===== src/include/ibe_pkg.sv =====
package ibe_pkg;
	// two-flop synchroniser depth for the bus lines
	localparam int SYNC_STAGES = 2;
	// default width of the low and high period counts
	localparam int CNT_W = 16;
	// leading five bits that mark a long (10-bit) address byte
	localparam logic [4:0] ADDR10_PREFIX = 5'h1e;
	// bit slot indices inside one byte frame
	localparam logic [3:0] LAST_DATA_BIT = 4'h7;
	localparam logic [3:0] BYTE_BITS = 4'h8;
	// reset level of the line samples: released lines read high
	localparam logic LINE_IDLE = 1'b1;

	// master commands
	typedef enum logic [1:0]
	{
		IBE_CMD_START = 2'b00,
		IBE_CMD_WRITE = 2'b01,
		IBE_CMD_READ = 2'b10,
		IBE_CMD_STOP = 2'b11
	} ibe_cmd_t;

	// master sequencer states
	typedef enum logic [3:0]
	{
		MS_IDLE = 4'b0000,
		MS_HOLD = 4'b0001,
		MS_S_LOW = 4'b0010,
		MS_S_WAITH = 4'b0011,
		MS_S_HIGH = 4'b0100,
		MS_S_FALL = 4'b0101,
		MS_B_LOW = 4'b0110,
		MS_B_WAITH = 4'b0111,
		MS_B_HIGH = 4'b1000,
		MS_P_LOW = 4'b1001,
		MS_P_WAITH = 4'b1010,
		MS_P_HIGH = 4'b1011
	} ibe_mst_t;

	// slave sequencer states
	typedef enum logic [2:0]
	{
		SL_IDLE = 3'b000,
		SL_RX = 3'b001,
		SL_ACK = 3'b010,
		SL_LOAD = 3'b011,
		SL_TX = 3'b100,
		SL_TXACK = 3'b101,
		SL_IGNORE = 3'b110
	} ibe_slv_t;
endpackage


===== src/verilog/ibe_engine.sv =====
`timescale 1ns/100ps
module ibe_engine
#(
	parameter int CNT_W = ibe_pkg::CNT_W
)
(
	// system
	input wire logic mclk,
	input wire logic rst,
	// bus pins, open drain
	input wire logic scl_in,
	output logic scl_o,
	output logic scl_oe,
	input wire logic sda_in,
	output logic sda_o,
	output logic sda_oe,
	// master bit timing, in mclk cycles
	input wire logic [CNT_W-1:0] low_cnt,
	input wire logic [CNT_W-1:0] high_cnt,
	// master command and answer
	input wire logic cmd_valid,
	input wire ibe_pkg::ibe_cmd_t cmd,
	input wire logic [7:0] cmd_data,
	input wire logic cmd_last,
	output logic cmd_ready,
	output logic rsp_valid,
	output logic [7:0] rsp_data,
	output logic rsp_nack,
	output logic arb_lost,
	// bus status
	output logic bus_busy,
	output logic start_seen,
	output logic stop_seen,
	// slave user side
	input wire logic slv_enable,
	input wire logic slv_accept,
	input wire logic slv_tx_valid,
	input wire logic [7:0] slv_tx_data,
	output logic slv_tx_load,
	output logic slv_rx_valid,
	output logic [7:0] slv_rx_data,
	output logic slv_is_addr,
	output logic slv_rw,
	output logic slv_ten_bit
);
	import ibe_pkg::*;

	logic scl_s, sda_s, scl_q_ff, sda_q_ff, nxt_scl_q, nxt_sda_q;
	logic start_det, stop_det, scl_rise, scl_fall;
	logic busy_ff, nxt_busy, start_seen_ff, stop_seen_ff;

	// bus lines cross into mclk before anything looks at them
	ibe_sync #(.W(2), .STAGES(SYNC_STAGES)) u_sync
	(
		.mclk(mclk),
		.rst(rst),
		.din({scl_in, sda_in}),
		.dout({scl_s, sda_s})
	);

	assign start_det = scl_q_ff & scl_s & sda_q_ff & ~sda_s;
	assign stop_det = scl_q_ff & scl_s & ~sda_q_ff & sda_s;
	assign scl_rise = ~scl_q_ff & scl_s;
	assign scl_fall = scl_q_ff & ~scl_s;

	// line history and busy tracking
	always_comb
	begin
		nxt_scl_q = scl_s;
		nxt_sda_q = sda_s;
		nxt_busy = busy_ff;
		if (start_det)
			nxt_busy = 1'b1;
		else if (stop_det)
			nxt_busy = 1'b0;
	end

	always_ff @(posedge mclk)
	begin
		if (rst)
		begin
			scl_q_ff <= LINE_IDLE;
			sda_q_ff <= LINE_IDLE;
			busy_ff <= 1'b0;
			start_seen_ff <= 1'b0;
			stop_seen_ff <= 1'b0;
		end
		else
		begin
			scl_q_ff <= nxt_scl_q;
			sda_q_ff <= nxt_sda_q;
			busy_ff <= nxt_busy;
			start_seen_ff <= start_det;
			stop_seen_ff <= stop_det;
		end
	end

	// ---------------- master sequencer ----------------
	ibe_mst_t m_st_ff, nxt_m_st;
	logic [CNT_W-1:0] m_cnt_ff, nxt_m_cnt, cnt_inc;
	logic [3:0] m_bit_ff, nxt_m_bit;
	logic [7:0] m_sh_ff, nxt_m_sh, rsp_data_ff, nxt_rsp_data;
	logic m_rd_ff, nxt_m_rd, m_last_ff, nxt_m_last, m_lost_ff, nxt_m_lost;
	logic m_nak_ff, nxt_m_nak, m_sda_ff, nxt_m_sda, m_scl_ff, nxt_m_scl;
	logic rsp_valid_ff, nxt_rsp_valid, rsp_nack_ff, nxt_rsp_nack, arb_ff, nxt_arb;
	logic cmd_ready_ff, nxt_cmd_ready, take, lo_done, hi_done, m_drv, arb_hit;

	assign take = cmd_valid & cmd_ready_ff;
	assign cnt_inc = m_cnt_ff + 1'b1;
	assign lo_done = m_cnt_ff >= low_cnt;
	assign hi_done = m_cnt_ff >= high_cnt;
	// data bits come from the shifter; the ack slot is ours only when reading
	assign m_drv = (m_bit_ff == BYTE_BITS) ? (m_rd_ff & ~m_last_ff) :
		(~m_rd_ff & ~m_sh_ff[7] & ~m_lost_ff);
	// every written bit is checked, address and data alike
	assign arb_hit = ~m_rd_ff & (m_bit_ff != BYTE_BITS) & ~m_sda_ff & ~sda_s & ~m_lost_ff;

	// next-state logic; the low and bit-high counters only run while scl really shows the phase
	always_comb
	begin
		nxt_m_st = m_st_ff;
		nxt_m_cnt = m_cnt_ff;
		nxt_m_bit = m_bit_ff;
		nxt_m_sh = m_sh_ff;
		nxt_m_rd = m_rd_ff;
		nxt_m_last = m_last_ff;
		nxt_m_lost = m_lost_ff;
		nxt_m_nak = m_nak_ff;
		nxt_m_sda = m_sda_ff;
		nxt_m_scl = m_scl_ff;
		nxt_rsp_valid = 1'b0;
		nxt_rsp_data = rsp_data_ff;
		nxt_rsp_nack = rsp_nack_ff;
		nxt_arb = 1'b0;
		case (m_st_ff)
			MS_IDLE:
			begin
				nxt_m_scl = 1'b0;
				nxt_m_sda = 1'b0;
				if (take && cmd == IBE_CMD_START)
				begin
					nxt_m_st = MS_S_HIGH;
					nxt_m_cnt = '0;
					nxt_m_lost = 1'b0;
				end
			end
			MS_HOLD:
				if (take) // no byte limit: hold loops until a stop
				begin
					nxt_m_cnt = '0;
					nxt_m_bit = '0;
					nxt_m_sh = cmd_data;
					nxt_m_rd = (cmd == IBE_CMD_READ);
					nxt_m_last = cmd_last;
					case (cmd)
						IBE_CMD_START: nxt_m_st = MS_S_LOW;
						IBE_CMD_STOP: nxt_m_st = MS_P_LOW;
						default: nxt_m_st = MS_B_LOW;
					endcase
				end
			MS_S_LOW, MS_B_LOW, MS_P_LOW:
				if (!scl_s) // sda moves only once scl reads low
				begin
					nxt_m_sda = (m_st_ff == MS_B_LOW) ? m_drv : (m_st_ff == MS_P_LOW);
					nxt_m_cnt = cnt_inc;
					if (lo_done)
					begin
						nxt_m_scl = 1'b0;
						nxt_m_st = (m_st_ff == MS_S_LOW) ? MS_S_WAITH :
							(m_st_ff == MS_P_LOW) ? MS_P_WAITH : MS_B_WAITH;
					end
				end
			MS_S_WAITH, MS_P_WAITH:
				if (scl_s) // stretched or slower clocks hold us here
				begin
					nxt_m_cnt = '0;
					nxt_m_st = (m_st_ff == MS_S_WAITH) ? MS_S_HIGH : MS_P_HIGH;
				end
			MS_B_WAITH:
				if (scl_s)
				begin
					nxt_m_cnt = '0;
					nxt_m_st = MS_B_HIGH;
					if (m_bit_ff == BYTE_BITS)
						nxt_m_nak = sda_s;
					else
						nxt_m_sh = {m_sh_ff[6:0], sda_s};
					if (arb_hit)
					begin
						nxt_m_lost = 1'b1;
						nxt_m_sda = 1'b0;
						nxt_arb = 1'b1;
					end
				end
			MS_S_HIGH:
			begin
				nxt_m_cnt = cnt_inc;
				if (hi_done)
				begin
					nxt_m_sda = 1'b1;
					nxt_m_cnt = '0;
					nxt_m_st = MS_S_FALL;
				end
			end
			MS_S_FALL:
			begin
				nxt_m_cnt = cnt_inc;
				if (hi_done)
				begin
					nxt_m_scl = 1'b1;
					nxt_m_st = MS_HOLD;
				end
			end
			MS_B_HIGH:
			begin
				nxt_m_cnt = cnt_inc;
				// first master to finish its high period, or a foreign fall, ends it
				if (hi_done || !scl_s)
				begin
					nxt_m_cnt = '0;
					nxt_m_scl = 1'b1;
					if (m_lost_ff && m_bit_ff == LAST_DATA_BIT)
					begin
						nxt_m_scl = 1'b0;
						nxt_m_st = MS_IDLE;
					end
					else if (m_bit_ff == BYTE_BITS)
					begin
						nxt_m_st = MS_HOLD;
						nxt_rsp_valid = 1'b1;
						nxt_rsp_data = m_sh_ff;
						nxt_rsp_nack = m_nak_ff;
					end
					else
					begin
						nxt_m_bit = m_bit_ff + 4'h1;
						nxt_m_st = MS_B_LOW;
					end
				end
			end
			MS_P_HIGH:
			begin
				nxt_m_cnt = cnt_inc;
				if (hi_done)
				begin
					nxt_m_sda = 1'b0;
					nxt_m_st = MS_IDLE;
				end
			end
			default: nxt_m_st = MS_IDLE;
		endcase
		// someone else closed the bus under us: give it up
		if (stop_det && m_st_ff != MS_IDLE)
		begin
			nxt_m_st = MS_IDLE;
			nxt_m_scl = 1'b0;
			nxt_m_sda = 1'b0;
			nxt_arb = 1'b1;
		end
		nxt_cmd_ready = (nxt_m_st == MS_HOLD) || (nxt_m_st == MS_IDLE && !nxt_busy);
	end

	always_ff @(posedge mclk)
	begin
		if (rst)
		begin
			m_st_ff <= MS_IDLE;
			m_cnt_ff <= '0;
			m_bit_ff <= '0;
			m_sh_ff <= 8'h00;
			m_rd_ff <= 1'b0;
			m_last_ff <= 1'b0;
			m_lost_ff <= 1'b0;
			m_nak_ff <= 1'b0;
			m_sda_ff <= 1'b0;
			m_scl_ff <= 1'b0;
			rsp_valid_ff <= 1'b0;
			rsp_data_ff <= 8'h00;
			rsp_nack_ff <= 1'b0;
			arb_ff <= 1'b0;
			cmd_ready_ff <= 1'b0;
		end
		else
		begin
			m_st_ff <= nxt_m_st;
			m_cnt_ff <= nxt_m_cnt;
			m_bit_ff <= nxt_m_bit;
			m_sh_ff <= nxt_m_sh;
			m_rd_ff <= nxt_m_rd;
			m_last_ff <= nxt_m_last;
			m_lost_ff <= nxt_m_lost;
			m_nak_ff <= nxt_m_nak;
			m_sda_ff <= nxt_m_sda;
			m_scl_ff <= nxt_m_scl;
			rsp_valid_ff <= nxt_rsp_valid;
			rsp_data_ff <= nxt_rsp_data;
			rsp_nack_ff <= nxt_rsp_nack;
			arb_ff <= nxt_arb;
			cmd_ready_ff <= nxt_cmd_ready;
		end
	end

	// ---------------- slave sequencer ----------------
	// runs regardless of the master, so a lost master is already a receiver
	ibe_slv_t s_st_ff, nxt_s_st;
	logic [3:0] s_bit_ff, nxt_s_bit;
	logic [7:0] s_sh_ff, nxt_s_sh, rx_data_ff, nxt_rx_data;
	logic s_sda_ff, nxt_s_sda, s_scl_ff, nxt_s_scl, s_first_ff, nxt_s_first;
	logic s_addr_ff, nxt_s_addr, s_totx_ff, nxt_s_totx, s_nak_ff, nxt_s_nak;
	logic s_rw_ff, nxt_s_rw, s_ten_ff, nxt_s_ten, is_addr_ff, nxt_is_addr;
	logic rx_valid_ff, nxt_rx_valid, tx_load_ff, nxt_tx_load;

	always_comb
	begin
		nxt_s_st = s_st_ff;
		nxt_s_bit = s_bit_ff;
		nxt_s_sh = s_sh_ff;
		nxt_s_sda = s_sda_ff;
		nxt_s_scl = s_scl_ff;
		nxt_s_first = s_first_ff;
		nxt_s_addr = s_addr_ff;
		nxt_s_totx = s_totx_ff;
		nxt_s_nak = s_nak_ff;
		nxt_s_rw = s_rw_ff;
		nxt_s_ten = s_ten_ff;
		nxt_is_addr = is_addr_ff;
		nxt_rx_data = rx_data_ff;
		nxt_rx_valid = 1'b0;
		nxt_tx_load = 1'b0;
		if (!slv_enable || stop_det)
		begin
			nxt_s_st = SL_IDLE;
			nxt_s_sda = 1'b0;
			nxt_s_scl = 1'b0;
		end
		else if (start_det) // also a repeated start in the middle of anything
		begin
			nxt_s_st = SL_RX;
			nxt_s_bit = '0;
			nxt_s_first = 1'b1;
			nxt_s_addr = 1'b1;
			nxt_s_sda = 1'b0;
			nxt_s_scl = 1'b0;
		end
		else
			case (s_st_ff)
				SL_RX:
				begin
					if (scl_rise)
					begin
						nxt_s_sh = {s_sh_ff[6:0], sda_s};
						nxt_s_bit = s_bit_ff + 4'h1;
					end
					if (scl_fall && s_bit_ff == BYTE_BITS)
					begin
						nxt_rx_valid = 1'b1;
						nxt_rx_data = s_sh_ff;
						nxt_is_addr = s_addr_ff;
						nxt_s_bit = '0;
						nxt_s_first = 1'b0;
						nxt_s_addr = 1'b0;
						nxt_s_totx = 1'b0;
						if (s_first_ff)
						begin
							nxt_s_rw = s_sh_ff[0];
							nxt_s_ten = (s_sh_ff[7:3] == ADDR10_PREFIX);
							nxt_s_addr = (s_sh_ff[7:3] == ADDR10_PREFIX) & ~s_sh_ff[0];
							nxt_s_totx = s_sh_ff[0];
						end
						if (slv_accept)
						begin
							nxt_s_sda = 1'b1;
							nxt_s_st = SL_ACK;
						end
						else
							nxt_s_st = SL_IGNORE;
					end
				end
				SL_ACK:
					if (scl_fall)
					begin
						nxt_s_sda = 1'b0;
						nxt_s_st = s_totx_ff ? SL_LOAD : SL_RX;
					end
				SL_LOAD:
					// no data yet: stretch scl rather than send garbage
					if (slv_tx_valid)
					begin
						nxt_s_sh = slv_tx_data;
						nxt_s_sda = ~slv_tx_data[7];
						nxt_s_scl = 1'b0;
						nxt_s_bit = '0;
						nxt_tx_load = 1'b1;
						nxt_s_st = SL_TX;
					end
					else
						nxt_s_scl = 1'b1;
				SL_TX:
				begin
					if (scl_rise)
						nxt_s_bit = s_bit_ff + 4'h1;
					if (scl_fall)
					begin
						if (s_bit_ff == BYTE_BITS)
						begin
							nxt_s_sda = 1'b0;
							nxt_s_st = SL_TXACK;
						end
						else
						begin
							nxt_s_sh = {s_sh_ff[6:0], 1'b0};
							nxt_s_sda = ~s_sh_ff[6];
						end
					end
				end
				SL_TXACK:
				begin
					if (scl_rise)
						nxt_s_nak = sda_s;
					if (scl_fall)
						nxt_s_st = s_nak_ff ? SL_IGNORE : SL_LOAD;
				end
				SL_IDLE, SL_IGNORE:
				begin
					nxt_s_sda = 1'b0;
					nxt_s_scl = 1'b0;
				end
				default: nxt_s_st = SL_IDLE;
			endcase
	end

	always_ff @(posedge mclk)
	begin
		if (rst)
		begin
			s_st_ff <= SL_IDLE;
			s_bit_ff <= '0;
			s_sh_ff <= 8'h00;
			s_sda_ff <= 1'b0;
			s_scl_ff <= 1'b0;
			s_first_ff <= 1'b0;
			s_addr_ff <= 1'b0;
			s_totx_ff <= 1'b0;
			s_nak_ff <= 1'b0;
			s_rw_ff <= 1'b0;
			s_ten_ff <= 1'b0;
			is_addr_ff <= 1'b0;
			rx_data_ff <= 8'h00;
			rx_valid_ff <= 1'b0;
			tx_load_ff <= 1'b0;
		end
		else
		begin
			s_st_ff <= nxt_s_st;
			s_bit_ff <= nxt_s_bit;
			s_sh_ff <= nxt_s_sh;
			s_sda_ff <= nxt_s_sda;
			s_scl_ff <= nxt_s_scl;
			s_first_ff <= nxt_s_first;
			s_addr_ff <= nxt_s_addr;
			s_totx_ff <= nxt_s_totx;
			s_nak_ff <= nxt_s_nak;
			s_rw_ff <= nxt_s_rw;
			s_ten_ff <= nxt_s_ten;
			is_addr_ff <= nxt_is_addr;
			rx_data_ff <= nxt_rx_data;
			rx_valid_ff <= nxt_rx_valid;
			tx_load_ff <= nxt_tx_load;
		end
	end

	// ---------------- pin drivers ----------------
	// enables only ever pull low; an enable of zero is a released line
	logic scl_oe_ff, sda_oe_ff, nxt_scl_oe, nxt_sda_oe;

	always_comb
	begin
		nxt_scl_oe = nxt_m_scl | nxt_s_scl;
		nxt_sda_oe = nxt_m_sda | nxt_s_sda;
	end

	always_ff @(posedge mclk)
	begin
		if (rst)
		begin
			scl_oe_ff <= 1'b0;
			sda_oe_ff <= 1'b0;
		end
		else
		begin
			scl_oe_ff <= nxt_scl_oe;
			sda_oe_ff <= nxt_sda_oe;
		end
	end

	assign scl_o = 1'b0;
	assign sda_o = 1'b0;
	assign scl_oe = scl_oe_ff;
	assign sda_oe = sda_oe_ff;
	assign cmd_ready = cmd_ready_ff;
	assign rsp_valid = rsp_valid_ff;
	assign rsp_data = rsp_data_ff;
	assign rsp_nack = rsp_nack_ff;
	assign arb_lost = arb_ff;
	assign bus_busy = busy_ff;
	assign start_seen = start_seen_ff;
	assign stop_seen = stop_seen_ff;
	assign slv_tx_load = tx_load_ff;
	assign slv_rx_valid = rx_valid_ff;
	assign slv_rx_data = rx_data_ff;
	assign slv_is_addr = is_addr_ff;
	assign slv_rw = s_rw_ff;
	assign slv_ten_bit = s_ten_ff;
endmodule


===== src/verilog/ibe_sync.sv =====
`timescale 1ns/100ps
module ibe_sync
#(
	parameter int W = 2,
	parameter int STAGES = 2
)
(
	// clock and reset
	input wire logic mclk,
	input wire logic rst,
	// asynchronous levels in, synchronised levels out
	input wire logic [W-1:0] din,
	output logic [W-1:0] dout
);
	logic [W-1:0] stg_ff [STAGES];
	logic [W-1:0] nxt_stg [STAGES];

	// shift chain; stage 0 feeds only stage 1
	always_comb
	begin
		nxt_stg[0] = din;
		for (int i = 1; i < STAGES; i++)
			nxt_stg[i] = stg_ff[i-1];
	end

	// released bus lines idle high, so reset to ones
	always_ff @(posedge mclk)
	begin
		for (int i = 0; i < STAGES; i++)
		begin
			if (rst)
				stg_ff[i] <= {W{1'b1}};
			else
				stg_ff[i] <= nxt_stg[i];
		end
	end

	assign dout = stg_ff[STAGES-1];
endmodule

===== config.mk =====
export PLATFORM = sky130hd
export DESIGN_NAME = ibe_engine
export DESIGN_NICKNAME = d
export VERILOG_FILES = /design/src/include/ibe_pkg.sv /design/src/verilog/ibe_engine.sv /design/src/verilog/ibe_sync.sv
export SDC_FILE = /design/constraint.sdc
export NUM_CORES = 1
export LEC_CHECK = 0
export BUFFER_PORTS_ARGS = -buffer_cell sky130_fd_sc_hd__clkbuf_2
export CAP_MARGIN = 20
export CORE_MARGIN = 2
export CORE_UTILIZATION = 60
export CTS_BUF_LIST = sky130_fd_sc_hd__clkbuf_4 sky130_fd_sc_hd__clkbuf_8 sky130_fd_sc_hd__clkbuf_16
export DETAILED_ROUTE_END_ITERATION = 6
export HOLD_SLACK_MARGIN = 0.1
export PLACE_DENSITY = 0.84
export SETUP_SLACK_MARGIN = 0.2
export SLEW_MARGIN = 10
export SYNTH_ARGS = -nofsm -noshare
export SYNTH_HDL_FRONTEND = slang
export SYNTH_SLANG_ARGS = --single-unit

===== constraint.sdc =====
create_clock -name mclk -period 5 [get_ports mclk]
set_clock_uncertainty 0.1 [all_clocks]
set_input_delay 1 -clock mclk [delete_from_list [all_inputs] [get_ports mclk]]
set_output_delay 1 -clock mclk [all_outputs]
set_load 0.02 [all_outputs]

; Word-level counts from Yosys, hierarchy flattened
; Memories as Yosys holds them, arrays and structs flattened.
; Index checks and enable logic that the tools add are counted.
[classes]
addsub = 3
mul = 0
div = 0
n_lt_le_gt_ge = 2
n_eq_ne = 50
n_shift = 0
n_mux = 110
bitwise_logic = 40
reduce_logical = 49
[op_table]
columns = operator, count
row1 = 16-bit case mux with 7 select lines, 1
row2 = 16-bit two-way mux, 6
row3 = 4-bit two-way mux, 22
row4 = 8-bit two-way mux, 7
row5 = 1-bit two-way mux, 49
row6 = 4-bit case mux with 9 select lines, 1
row7 = "2-bit inequality test, second input constant", 17
row8 = 16-bit greater-or-equal comparator, 2
row9 = 3-bit two-way mux, 10
row10 = "4-bit == test, second input constant", 6
row11 = 8-bit case mux with 3 select lines, 1
row12 = 7-bit AND reduction, 3
row13 = "4-bit by 3-bit == test with 1-bit output, second input constant", 5
row14 = 1-bit inverter, 20
row15 = 4-bit AND reduction, 5
row16 = "3-bit inequality test, second input constant", 6
row17 = 3-bit case mux with 6 select lines, 1
row18 = "16-bit by 1-bit adder with 16-bit output, second input constant", 1
row19 = 1-bit AND, 16
row20 = 4-bit case mux with 2 select lines, 2
row21 = 8-bit case mux with 2 select lines, 1
row22 = 5-bit AND reduction, 3
row23 = 4-bit case mux with 3 select lines, 1
row24 = 4-bit OR reduction, 3
row25 = 29 further kinds, 65
[word_totals]
reg_bits = 91
latch_bits = 0
mem_bits_rw = 4
romBits = 0
in_bits = 59
wordCells = 293
mem_count = 1
[mem_list]
columns = name, words, width, read_ports, rd_clocked_by_memory_dff, write_ports, line_no
row1 = u_sync.stg_ff, 2, 2, 2, 0, 2, ibe_sync.sv:15  ; logic [W-1:0] stg_ff [STAGES];

; Longest topological paths before layout
; Gate-level depths: netlist (run 1).
[depth]
ltp_word = 10
depth_mapped = 10

; Hierarchy
; A second synthesis (run 1) with hierarchy kept.
[hier_totals]
cells_unflattened = 705
area_unflattened_um2 = 5542.8
[by_module_without_submodules]
columns = module, instances, cells_per_inst, area_per_inst_um2
row1 = ibe_engine, 1, 697, 5437.7
row2 = ibe_sync, 1, 8, 105.1

; Worst setup path before layout (run 1)
; OpenSTA, ideal clock, no wires.
[synth_path]
kind = input port to flip-flop
startpoint = input port high_cnt[11]
endpoint = register scl_oe_ff, in the netlist scl_oe
t_arrival_ns = 2.804
required_time_ns = 4.776
path_slack_ns = 1.971
cell_stages = 9
n_path_buf = 0
cell_sequence = inv_1 > ha_1 > and2_1 > a221o_1 > a21oi_2 > o211a_1 > mux2_2 > a31oi_1 > o21ai_0
[synth_between]
elab_chain_cells = 6
[synth_rtl]
columns = element, line_no
row1 = start: declaration, ibe_engine.sv:19  ; input wire logic [CNT_W-1:0] high_cnt,
row2 = 16-bit greater-or-equal comparator (*), ibe_engine.sv:111  ; assign hi_done = m_cnt_ff >= high_cnt;
row3 = 1-bit logical OR, ibe_engine.sv:218  ; if (hi_done || !scl_s)
row4 = 1-bit two-way mux, ibe_engine.sv:218
row5 = 1-bit case mux with 4 select lines (*), ibe_engine.sv:135  ; case (m_st_ff)
row6 = 1-bit two-way mux (*), ibe_engine.sv:253  ; if (stop_det && m_st_ff != MS_IDLE)
row7 = 1-bit OR (*), ibe_engine.sv:478  ; nxt_scl_oe = nxt_m_scl | nxt_s_scl;
row8 = end signal: assignment, ibe_engine.sv:491  ; scl_oe_ff <= nxt_scl_oe;
row9 = end: declaration, ibe_engine.sv:474  ; logic scl_oe_ff, sda_oe_ff, nxt_scl_oe, nxt_sda_oe;
; Mark *: on every way between the ends. The rest lies on a longest branch, timed or not.
; A chain may end at the register's enable or synchronous reset.

; Final worst setup path (run 1)
[layout_path]
startpoint = input port high_cnt[2]
endpoint = register rsp_data_ff[0], in the netlist rsp_data[0]
[layout_between]
elab_chain_cells = 3
[layout_rtl]
columns = element, line_no
row1 = 16-bit greater-or-equal comparator, ibe_engine.sv:111
row2 = 1-bit logical OR, ibe_engine.sv:218
row3 = 4-bit AND reduction (no source line), -
row4 = end signal: assignment, ibe_engine.sv:296  ; rsp_data_ff <= nxt_rsp_data;
row5 = end: declaration, ibe_engine.sv:102  ; logic [7:0] m_sh_ff, nxt_m_sh, rsp_data_ff, nxt_rsp_data;
; Every way passes these cells.

==> flow_summary.yaml, run 1 <==
global_routing:
  grt_max_degree: 49
  track_usage_pct: 27.4
  grt_pass1_wl_mm: 22.9
  antenna_found_initial: 0
  overflow: 0
  grt_pass1_vias: 5113
timing:
  rsz0062_at_grt: "false"
  fin_setup_tns_ns: 0
  timing.final.setup_violations: 0
  drv_slew: 0
  hold_viol_final: 0
  tightest_slew_ns: 0.938
  slew-limit-headroom_pct: 37.4
  fmax_mhz: 298
  fin_crit_ns: 3.35
  post-route-period-util_pct: 67.1
cts:
  cts.clk_slew.worst_paths_ns: 0.10
  ctsResizeCount: 0
  numCtsBuffers: 9
  cts_htree_levels: 3
  clk_latency_ns: 0.38
  clock-sinks: 95
  cts_root_buffer: "clkbuf_8"
  cts_tree: "built"
  post_cts_buffers: 0
  clock_path_buffers: 2
  postCtsHoldBufs: 0
critical_path:
  worst-path-buf-inv: 2
  critPathRequiredTime_ns: 5.17
  startpoint_type: "primary input"
  cp_top_family: "compound AO/OA/AOI/OAI gates"
  worstSetupEndpointType: "flop"
  cp_max_fo: 12
  crit_chain: "clkbuf_2, inv_1, ha_1, a211oi_1, o21ai_0, a41oi_1, o211a_1, or3_1, mux2i_1, nor2_1"
  crit_slowest_cell: "or3_1"
  crit_type: "in -> reg"
  worstPathArrival_ns: 3.52
  max_stage_delay_ns: 0.58
drt:
  drtIter0Drc: 318
  wl_met1_mm: 5.97
  wirelength_mm: 13.8
  via_per_inst: 5.94
  drc: 0
  drtPass1Iterations: 6
  vias: 5278
  dr_wl_met2_mm: 6.63
  final_antenna_net_count: 0
  top_layer: "met4"
  wl_per_cell_um: 15.5
  wl_met3_um: 854
die:
  die_area_mm2: 0.0103
  row_count: 35
  ios: 91
  initial_core_util_pct: 61.7
  die_x_um: 101
  die_h_um: 101
  core-area_mm2: 0.00920
finish:
  instances_no_fill: 889
  regArea_mm2: 0.00190
  nNetsFinal: 874
  multi_input_area_mm2: 0.00342
  drive_gt1_share_pct: 17.0
  n_fill_cell: 780
  antennaDiodeCount: 0
  syn_to_final_growth_pct: 11.3
yosys:
  synthArstFlopShare_pct: 0
  synthTopCellsByArea: "dfxtp_1, ha_1, nor2_1"
  yosys_warnings: 0
  ys_seq_elements: 95
  ys.flop_type: "dfxtp_1"
  synth_cell_types: 76
  netlist_area_mm2: 0.00567
  yosysTopAreaCell: "dfxtp_1"
  synth.top_cell.area_share_pct: 33.5
  synth_cells: 708
  synth_edf_count: 0
  seq_area_frac_synth_pct: 33.5
  avgSynthCellArea_um2: 8.01
power_and_ir_drop:
  pwr_density_cell_mw_per_mm2: 224
  p_leak_uw: 0.00272
  peakVddDrop_mv: 0.167
placed_design:
  placedCellCount: 873
  dp_hpwl_mm: 10.3
  gp_congestion: 0.934
  portBuffers: 88
flow_run:
  maxCapViolCount: 0
outcome:
  status: "finished clean"
min_path:
  hp-class: "reg -> reg"
## cell usage in the layout, fill, tap and decap left out, types with 13 or more instances in the layout
| cell | synthesis | final |
|---|---|---|
| xnor2_1 | 14 | 14 |
| nor2_1 | 94 | 94 |
| nor3_1 | 19 | 19 |
| o21ai_0 | 19 | 19 |
| mux2i_1 | 22 | 22 |
| a311oi_1 | 15 | 15 |
| a21oi_1 | 43 | 43 |
| nand2_1 | 80 | 80 |
| clkbuf_2 | 0 | 88 |
| nor2b_1 | 13 | 13 |
| ha_1 | 42 | 42 |
| nand3_1 | 22 | 22 |
| dfxtp_1 | 95 | 95 |
| inv_1 | 48 | 48 |
## report_power, final
part,switching (µW),total [µW],internal [µW],leakage [µW]
sequential,9.13,771,762,0.000767
clock,332,540,208,0.000108
combinational,58.6,101,42.2,0.00185
## cell usage after synthesis (9+ instances only)
cell      count
a21oi_1      43
or2_2         9
nor3_1       19
clkbuf_1     21
a311oi_1     15
nand3_1      22
nand4_1       9
nand2_1      80
o21ai_0      19
nor2b_1      13
dfxtp_1      95
buf_2         9
inv_1        48
ha_1         42
xnor2_1      14
mux2i_1      22
nor2_1       94
## logic make-up (layout without fill, tap and decap cells)
logic type      after synthesis  count (layout)  share of synthesized area [%]
simple gates                299             299                           26.3
compound gates              142             142                           17.4
flops                        95              95                           33.5
buf+inv                      86             155                           6.28
fa+ha+maj                    42              42                           9.26
mux                          24              24                           4.28
xor+xnor                     19              19                           2.93
other cells                   1               2                         0.0661
## worst paths after layout
kind                            start  slack, ns  cells past startpoint                   to
setup / recovery          high_cnt[2]       1.65                     10          rsp_data[0]
hold / removal    u_sync.stg_ff[0][0]       0.32                      1  u_sync.stg_ff[1][0]
setup reg to reg          m_cnt_ff[2]       1.89                      8          rsp_data[0]
hold reg to reg   u_sync.stg_ff[0][0]       0.32                      1  u_sync.stg_ff[1][0]
## layer usage
layer | GRT usage (%) | vias up
met5 | 0 | -
met4 | 11.4 | 0
met3 | 3.80 | 26
met2 | 47.0 | 183
met1 | 34.6 | 2462
li1 | - | 2607
## area by class of cell
cell class	instances	area share, %
Multi-Input combinational cell	528	54.2
Clock inverter	7	1.45
Inverter	49	2.91
Timing Repair Buffer	90	7.21
Sequential cell	95	30.1
Clock buffer	9	1.96
Tap cell	111	2.20
## stage by stage
stage | setup WS [ns] | hold slack (ns) | total power (µW) | utilization (%) | instance area, µm²
final | 1.65 | 0.318 | 1410 | 68.7 | 6310
after CTS | 1.65 | 0.319 | 1420 | 68.7 | 6310
after detailed placement | 1.25 | 0.293 | 888 | 66.3 | 6100
after floorplan | 1.97 | 0.289 | 848 | - | 5680
after global routing | 1.42 | 0.339 | 1460 | 68.7 | 6310
after global placement | 1.41 | 0.291 | 883 | 66.3 | 6100
## sequential cells by signal (all words and copies together) (netlist names), 3 cells and up
register,count
m_sh_ff,8
u_sync.stg_ff,4
slv_rx_data,8
m_cnt_ff,16
rsp_data,8
m_st_ff,4
s_bit_ff,4
m_bit_ff,4
s_st_ff,3
s_sh_ff,8
(Power assumes the default switching activity.)
==> run 2: changes to the inputs <==
CORE_UTILIZATION = 52   (was 60)
PLACE_DENSITY = 0.77   (was 0.84)
clock period = 2.7 ns   (was 5 ns; I/O delays follow)
==> run 2 against run 1 <==
Global-route usage is 3.2 points lower. Sequential power is 84% higher. Routed wire length is 6.0% higher. Worst setup slack worse by 1.4 ns. Core utilization is 4.4 points lower. Count of clock-buffer cells in the layout stayed put. Hold slack worse by 0.075 ns. Final cell count is 7.9% higher. Critical endpoint is now rsp_data[6]. Highest routed layer unchanged.
==> flow_summary.yaml, run 2 (synthesis gave the netlist of run 1 again) <==
placed_design:
  portBuffers: 88
  gp_congestion: 0.948
  placedCellCount: 934
  dp_hpwl_mm: 10.7
critical_path:
  r2r_end: "rsp_data[6]"
  ff2ff_setup_slack_ns: 0.27
  cp_max_fo: 6
  r2r_start: "m_cnt_ff[13]"
  worstPathArrival_ns: 2.58
  cp-endpoint: "rsp_data[6]"
  ff2ff_path_depth: 7
  crit_type: "reg -> reg"
  startpoint: "m_cnt_ff[13]"
  startpoint_type: "flop"
  critPathRequiredTime_ns: 2.85
  worstSetupEndpointType: "flop"
drt:
  final_antenna_net_count: 0
  dr_wl_met2_mm: 6.97
  drtIter0Drc: 299
  top_layer: "met4"
  drc: 0
  via_per_inst: 5.65
  drtPass1Iterations: 5
  wirelength_mm: 14.6
  wl_per_cell_um: 15.2
  vias: 5418
  wl_met1_mm: 6.58
  wl_met3_um: 726
cts:
  cts.clk_slew.worst_paths_ns: 0.10
  cts_htree_levels: 3
  cts_tree: "built"
  numCtsBuffers: 9
  clk_latency_ns: 0.37
  clock-sinks: 95
  postCtsHoldBufs: 0
  cts_root_buffer: "clkbuf_8"
  clock_path_buffers: 2
timing:
  hold_viol_final: 0
  tightest_slew_ns: 0.625
  drv_slew: 0
  rsz0062_at_grt: "true"
  fin_crit_ns: 2.43
  fmax_mhz: 411
  timing.final.setup_violations: 0
  post-route-period-util_pct: 90.0
  slew-limit-headroom_pct: 58.3
power_and_ir_drop:
  p_int_uw: 1960
  pwr_density_cell_mw_per_mm2: 384
  combPwrFrac_pct: 8.6
  power_switching_uw: 693
  p_seq_share_pct: 53.6
  p_leak_uw: 0.00295
  p_clk_share_pct: 37.8
  swShare_pct: 26.1
  peakVddDrop_mv: 0.328
die:
  ios: 91
  core-area_mm2: 0.0107
  die_h_um: 108
  die_x_um: 108
  initial_core_util_pct: 52.8
  row_count: 38
  die_area_mm2: 0.0118
finish:
  layout_common_cells: "nor2_1, clkbuf_2, dfxtp_1"
  instances_no_fill: 959
  n_fill_cell: 940
  final_util_pct: 64.2
  drive_gt1_share_pct: 25.5
  top_register: "m_cnt_ff"
  multi_input_area_mm2: 0.00362
  antennaDiodeCount: 0
  largest_register_ffs: 16
  nNetsFinal: 915
  layout_commonest_cell: "nor2_1"
  regArea_mm2: 0.00193
  syn_to_final_growth_pct: 21.6
min_path:
  hp-class: "in -> reg"
outcome:
  status: "finished clean"
global_routing:
  antenna_found_initial: 0
  grt_pass1_vias: 5087
  grt_max_degree: 50
  track_usage_pct: 24.2
  grt_pass1_wl_mm: 23.0
  overflow: 0
flow_run:
  maxCapViolCount: 0
-- run 2: cell count changes in the layout (fill, tap and decap cells not counted), moves of 3 or more --
cell,previous run,this run
buf_4,2,39
dfxtp_1,95,81
dfxtp_2,0,11
dfxtp_4,0,3
ha_1,42,37
ha_4,0,5
o21ai_0,19,16
-- run 2: how the worst min path moves through the flow --
stage	startpoint	endpoint	slack, ns	cells after the start
4_1_cts	sda_in	u_sync.stg_ff[0][0]	0.24	2
3_3_place_gp	u_sync.stg_ff[0][1]	u_sync.stg_ff[1][1]	0.29	1
6_report	sda_in	u_sync.stg_ff[0][0]	0.24	2
2_1_floorplan	u_sync.stg_ff[0][0]	u_sync.stg_ff[1][0]	0.29	1
3_5_place_dp	u_sync.stg_ff[0][1]	u_sync.stg_ff[1][1]	0.30	1
5_1_grt	scl_in	u_sync.stg_ff[0][1]	0.25	2
-- run 2: power groups by stage --
stage	Combinational, µW	Sequential, µW	Clock [µW]
after floorplan	122	1450	0
after global placement	204	1460	0
after detailed placement	213	1460	0
after CTS	215	1420	1010
after global routing	252	1420	1070
final	227	1420	1000
-- run 2: area by class of cell --
| class | instances | share of cell area (%) |
|---|---|---|
| Multi-Input combinational cell | 529 | 52.4 |
| Sequential cell | 95 | 27.9 |
| Timing Repair Buffer | 130 | 11.4 |
| Inverter | 49 | 2.67 |
| Tap cell | 140 | 2.54 |
| Clock buffer | 9 | 1.80 |
| Clock inverter | 7 | 1.31 |
-- run 2: per-layer routing --
| metal | vias to the layer above | GRT usage, % |
|---|---|---|
| met5 | - | 0 |
| met4 | 0 | 8.70 |
| met3 | 31 | 4.04 |
| met2 | 149 | 40.6 |
| met1 | 2545 | 31.2 |
| li1 | 2693 | - |
-- run 2: critical path, stage by stage (launching register included) --
cell     delay [ns]
dfxtp_4        0.37
ha_1           0.29
and4_1         0.22
nand4_1        0.24
o211a_4        0.37
or3_4          0.47
mux2i_2        0.20
nor2_1         0.05
-- run 2: repair_timing --
item | CTS | global route
setup endpoints to repair | 15 | 42
pin swaps | 4 | 16
hold endpoints to repair | 0 | 0
buffers inserted | 0 | 8
resized for setup | 5 | 39
gates cloned | 0 | 1
-- run 2: stage by stage --
| stage | TNS, ns | total power [µW] | setup slack (ns) | hold WS (ns) | area (µm²) |
|---|---|---|---|---|---|
| 3_5_place_dp | -3.80 | 1670 | -0.192 | 0.300 | 6430 |
| 5_1_grt | 0 | 2750 | 0.138 | 0.249 | 6900 |
| 2_1_floorplan | 0 | 1570 | 0.194 | 0.289 | 5710 |
| 6_report | 0 | 2650 | 0.269 | 0.243 | 6900 |
| 4_1_cts | 0 | 2650 | 0.169 | 0.235 | 6660 |
| 3_3_place_gp | -0.0766 | 1660 | -0.0179 | 0.290 | 6430 |
==> run 3: changes to the inputs <==
BUFFER_PORTS_ARGS = default   (was -buffer_cell sky130_fd_sc_hd__clkbuf_2)
CORE_UTILIZATION = 58   (was 52)
DONT_BUFFER_PORTS = 1   (was default)
PLACE_DENSITY = 0.76   (was 0.77)
==> run 3 against run 2 <==
Cell area is 8.4% lower. Total power down 5.4%. Clock power shrank 7%. Critical path depth is 2 higher. First-iteration DRC count decreased by 2.7%. Non-clock buffer count is 94 lower. Register-to-register slack worse by 0.08 ns. Sequential power hardly changed. Combinational power shrank 34%. Core utilization up 1.4 points. Global-route usage grew 1.3 points. Final cell count decreased by 11%. Largest cell class unchanged. Largest power group unchanged. Highest routed layer unchanged.
==> flow_summary.yaml, run 3 (synthesis gave the netlist of run 1 again) <==
cts:
  postCtsHoldBufs: 0
  clock-sinks: 95
  clock_path_buffers: 2
  cts_tree: "built"
  numCtsBuffers: 9
  cts.clk_slew.worst_paths_ns: 0.11
  clk_latency_ns: 0.37
  cts_htree_levels: 3
  cts_root_buffer: "clkbuf_8"
power_and_ir_drop:
  p_clk_share_pct: 37.2
  peakVddDrop_mv: 0.329
  p_leak_uw: 0.00254
  total_power_uw: 2510
  pwr_density_cell_mw_per_mm2: 397
  combPwrFrac_pct: 6.0
  p_int_uw: 1840
  p_seq_share_pct: 56.9
  power_switching_uw: 669
  swShare_pct: 26.7
timing:
  post-route-period-util_pct: 93.2
  fmax_mhz: 398
  timing.final.setup_violations: 0
  drv_slew: 0
  rsz0062_at_grt: "true"
  fin_crit_ns: 2.52
  tightest_slew_ns: 0.732
  hold_viol_final: 0
  worst_slack_ns: 0.185
  slew-limit-headroom_pct: 50.8
die:
  die_h_um: 103
  initial_core_util_pct: 58.9
  core-area_mm2: 0.00964
  ios: 91
  row_count: 36
  die_x_um: 103
  die_area_mm2: 0.0106
min_path:
  hold_end: "m_cnt_ff[0]"
  min_from: "rst"
  hold_path_depth: 1
  hp-class: "in -> reg"
critical_path:
  cp_top_family: "compound AO/OA/AOI/OAI gates"
  worst-path-buf-inv: 1
  startpoint_type: "flop"
  cp_max_fo: 7
  ff2ff_path_depth: 9
  critPathRequiredTime_ns: 2.87
  r2r_end: "cmd_ready"
  max_stage_delay_ns: 0.38
  crit_type: "reg -> reg"
  worstSetupEndpointType: "flop"
  worstPathArrival_ns: 2.69
  r2r_start: "m_cnt_ff[10]"
  crit_chain: "ha_1, and2_4, a221o_1, a21oi_4, o21ai_4, buf_4, o31ai_2, mux2i_1, and4_1"
  crit_slowest_cell: "a221o_1"
  ff2ff_setup_slack_ns: 0.18
placed_design:
  portBuffers: 0
  post-place-ws_ns: -0.0550
  dp_hpwl_mm: 10.1
  gp_congestion: 0.959
  placedCellCount: 834
global_routing:
  antenna_found_initial: 0
  overflow: 0
  track_usage_pct: 25.5
  grt_pass1_vias: 4718
  grt_max_degree: 77
  grt_pass1_wl_mm: 21.7
drt:
  vias: 5129
  final_antenna_net_count: 0
  wirelength_mm: 13.8
  drtPass1Iterations: 7
  drc: 0
  drtIter0Drc: 291
  wl_per_cell_um: 16.1
  via_per_inst: 5.98
flow_run:
  maxCapViolCount: 0
finish:
  regArea_mm2: 0.00191
  layout_commonest_cell: "nor2_1"
  top_register: "m_cnt_ff"
  largest_register_ffs: 16
  nNetsFinal: 820
  layout_common_cells: "nor2_1, dfxtp_1, nand2_1"
  multi_input_area_mm2: 0.00358
  drive_gt1_share_pct: 14.1
  syn_to_final_growth_pct: 11.4
  instances_no_fill: 857
  n_fill_cell: 818
  antennaDiodeCount: 0
outcome:
  status: "finished clean"
==> run 3: changes by cell type in the layout (fill, tap and decap cells not counted), moves of 2 or more <==
cell	change
inv_6	-2
dfxtp_1	+10
nor3_2	-2
buf_4	-4
dfxtp_2	-8
clkbuf_2	-88
nor3_1	+2
ha_4	-2
inv_8	+2
ha_1	+2
dfxtp_4	-2
==> run 3: stage by stage <==
stage	util, %	setup TNS, ns	cell area, µm²	hold slack (ns)
2_1_floorplan	-	0	5710	0.289
3_3_place_gp	61.5	0	5930	0.292
3_5_place_dp	61.5	-0.186	5930	0.298
4_1_cts	63.7	0	6140	0.110
5_1_grt	65.6	0	6320	0.118
6_report	65.6	0	6320	0.120
==> run 3: layout make-up <==
class	instances	area share [%]
Multi-Input combinational cell	528	56.7
Sequential cell	95	30.2
Timing Repair Buffer	36	4.47
Inverter	49	2.91
Tap cell	133	2.63
Clock buffer	9	1.96
Clock inverter	7	1.17
==> run 3: how the worst max path moves through the flow <==
stage,from,slack (ns),depth (start not counted),endpoint
final,m_cnt_ff[10],0.18,9,cmd_ready
after global routing,m_cnt_ff[10],0.15,9,cmd_ready
after CTS,m_cnt_ff[0],0.12,10,cmd_ready
after detailed placement,high_cnt[11],-0.05,9,cmd_ready
after global placement,low_cnt[0],0.05,8,cmd_ready
after floorplan,high_cnt[9],0.19,9,scl_oe
==> run 3: worst reg2reg max path: stages, from the launching register on <==
cell     delay, ns
dfxtp_1       0.33
ha_1          0.28
and2_4        0.15
a221o_1       0.38
a21oi_4       0.23
o21ai_4       0.14
buf_4         0.17
o31ai_2       0.29
mux2i_1       0.13
and4_1        0.21
==> run 3: power groups by stage <==
stage / logic, µW / registers (µW) / clock network [µW]
2_1_floorplan: 122 / 1450 / 0
3_3_place_gp: 131 / 1460 / 0
3_5_place_dp: 138 / 1460 / 0
4_1_cts: 140 / 1430 / 941
5_1_grt: 168 / 1430 / 997
6_report: 150 / 1430 / 932
==> run 3: metal layers <==
metal,up-vias,wire length [µm],track usage [%]
met4,0,382,9.92
met3,38,952,5.42
met5,-,0,0
li1,2495,-,-
met2,202,6540,42.4
met1,2394,5960,32.3
==> run 3: timing repair <==
action	in CTS	in global routing
endpoints found under the setup margin	31	43
gates resized for setup	5	25
buffers inserted	0	7
pin swaps	2	13
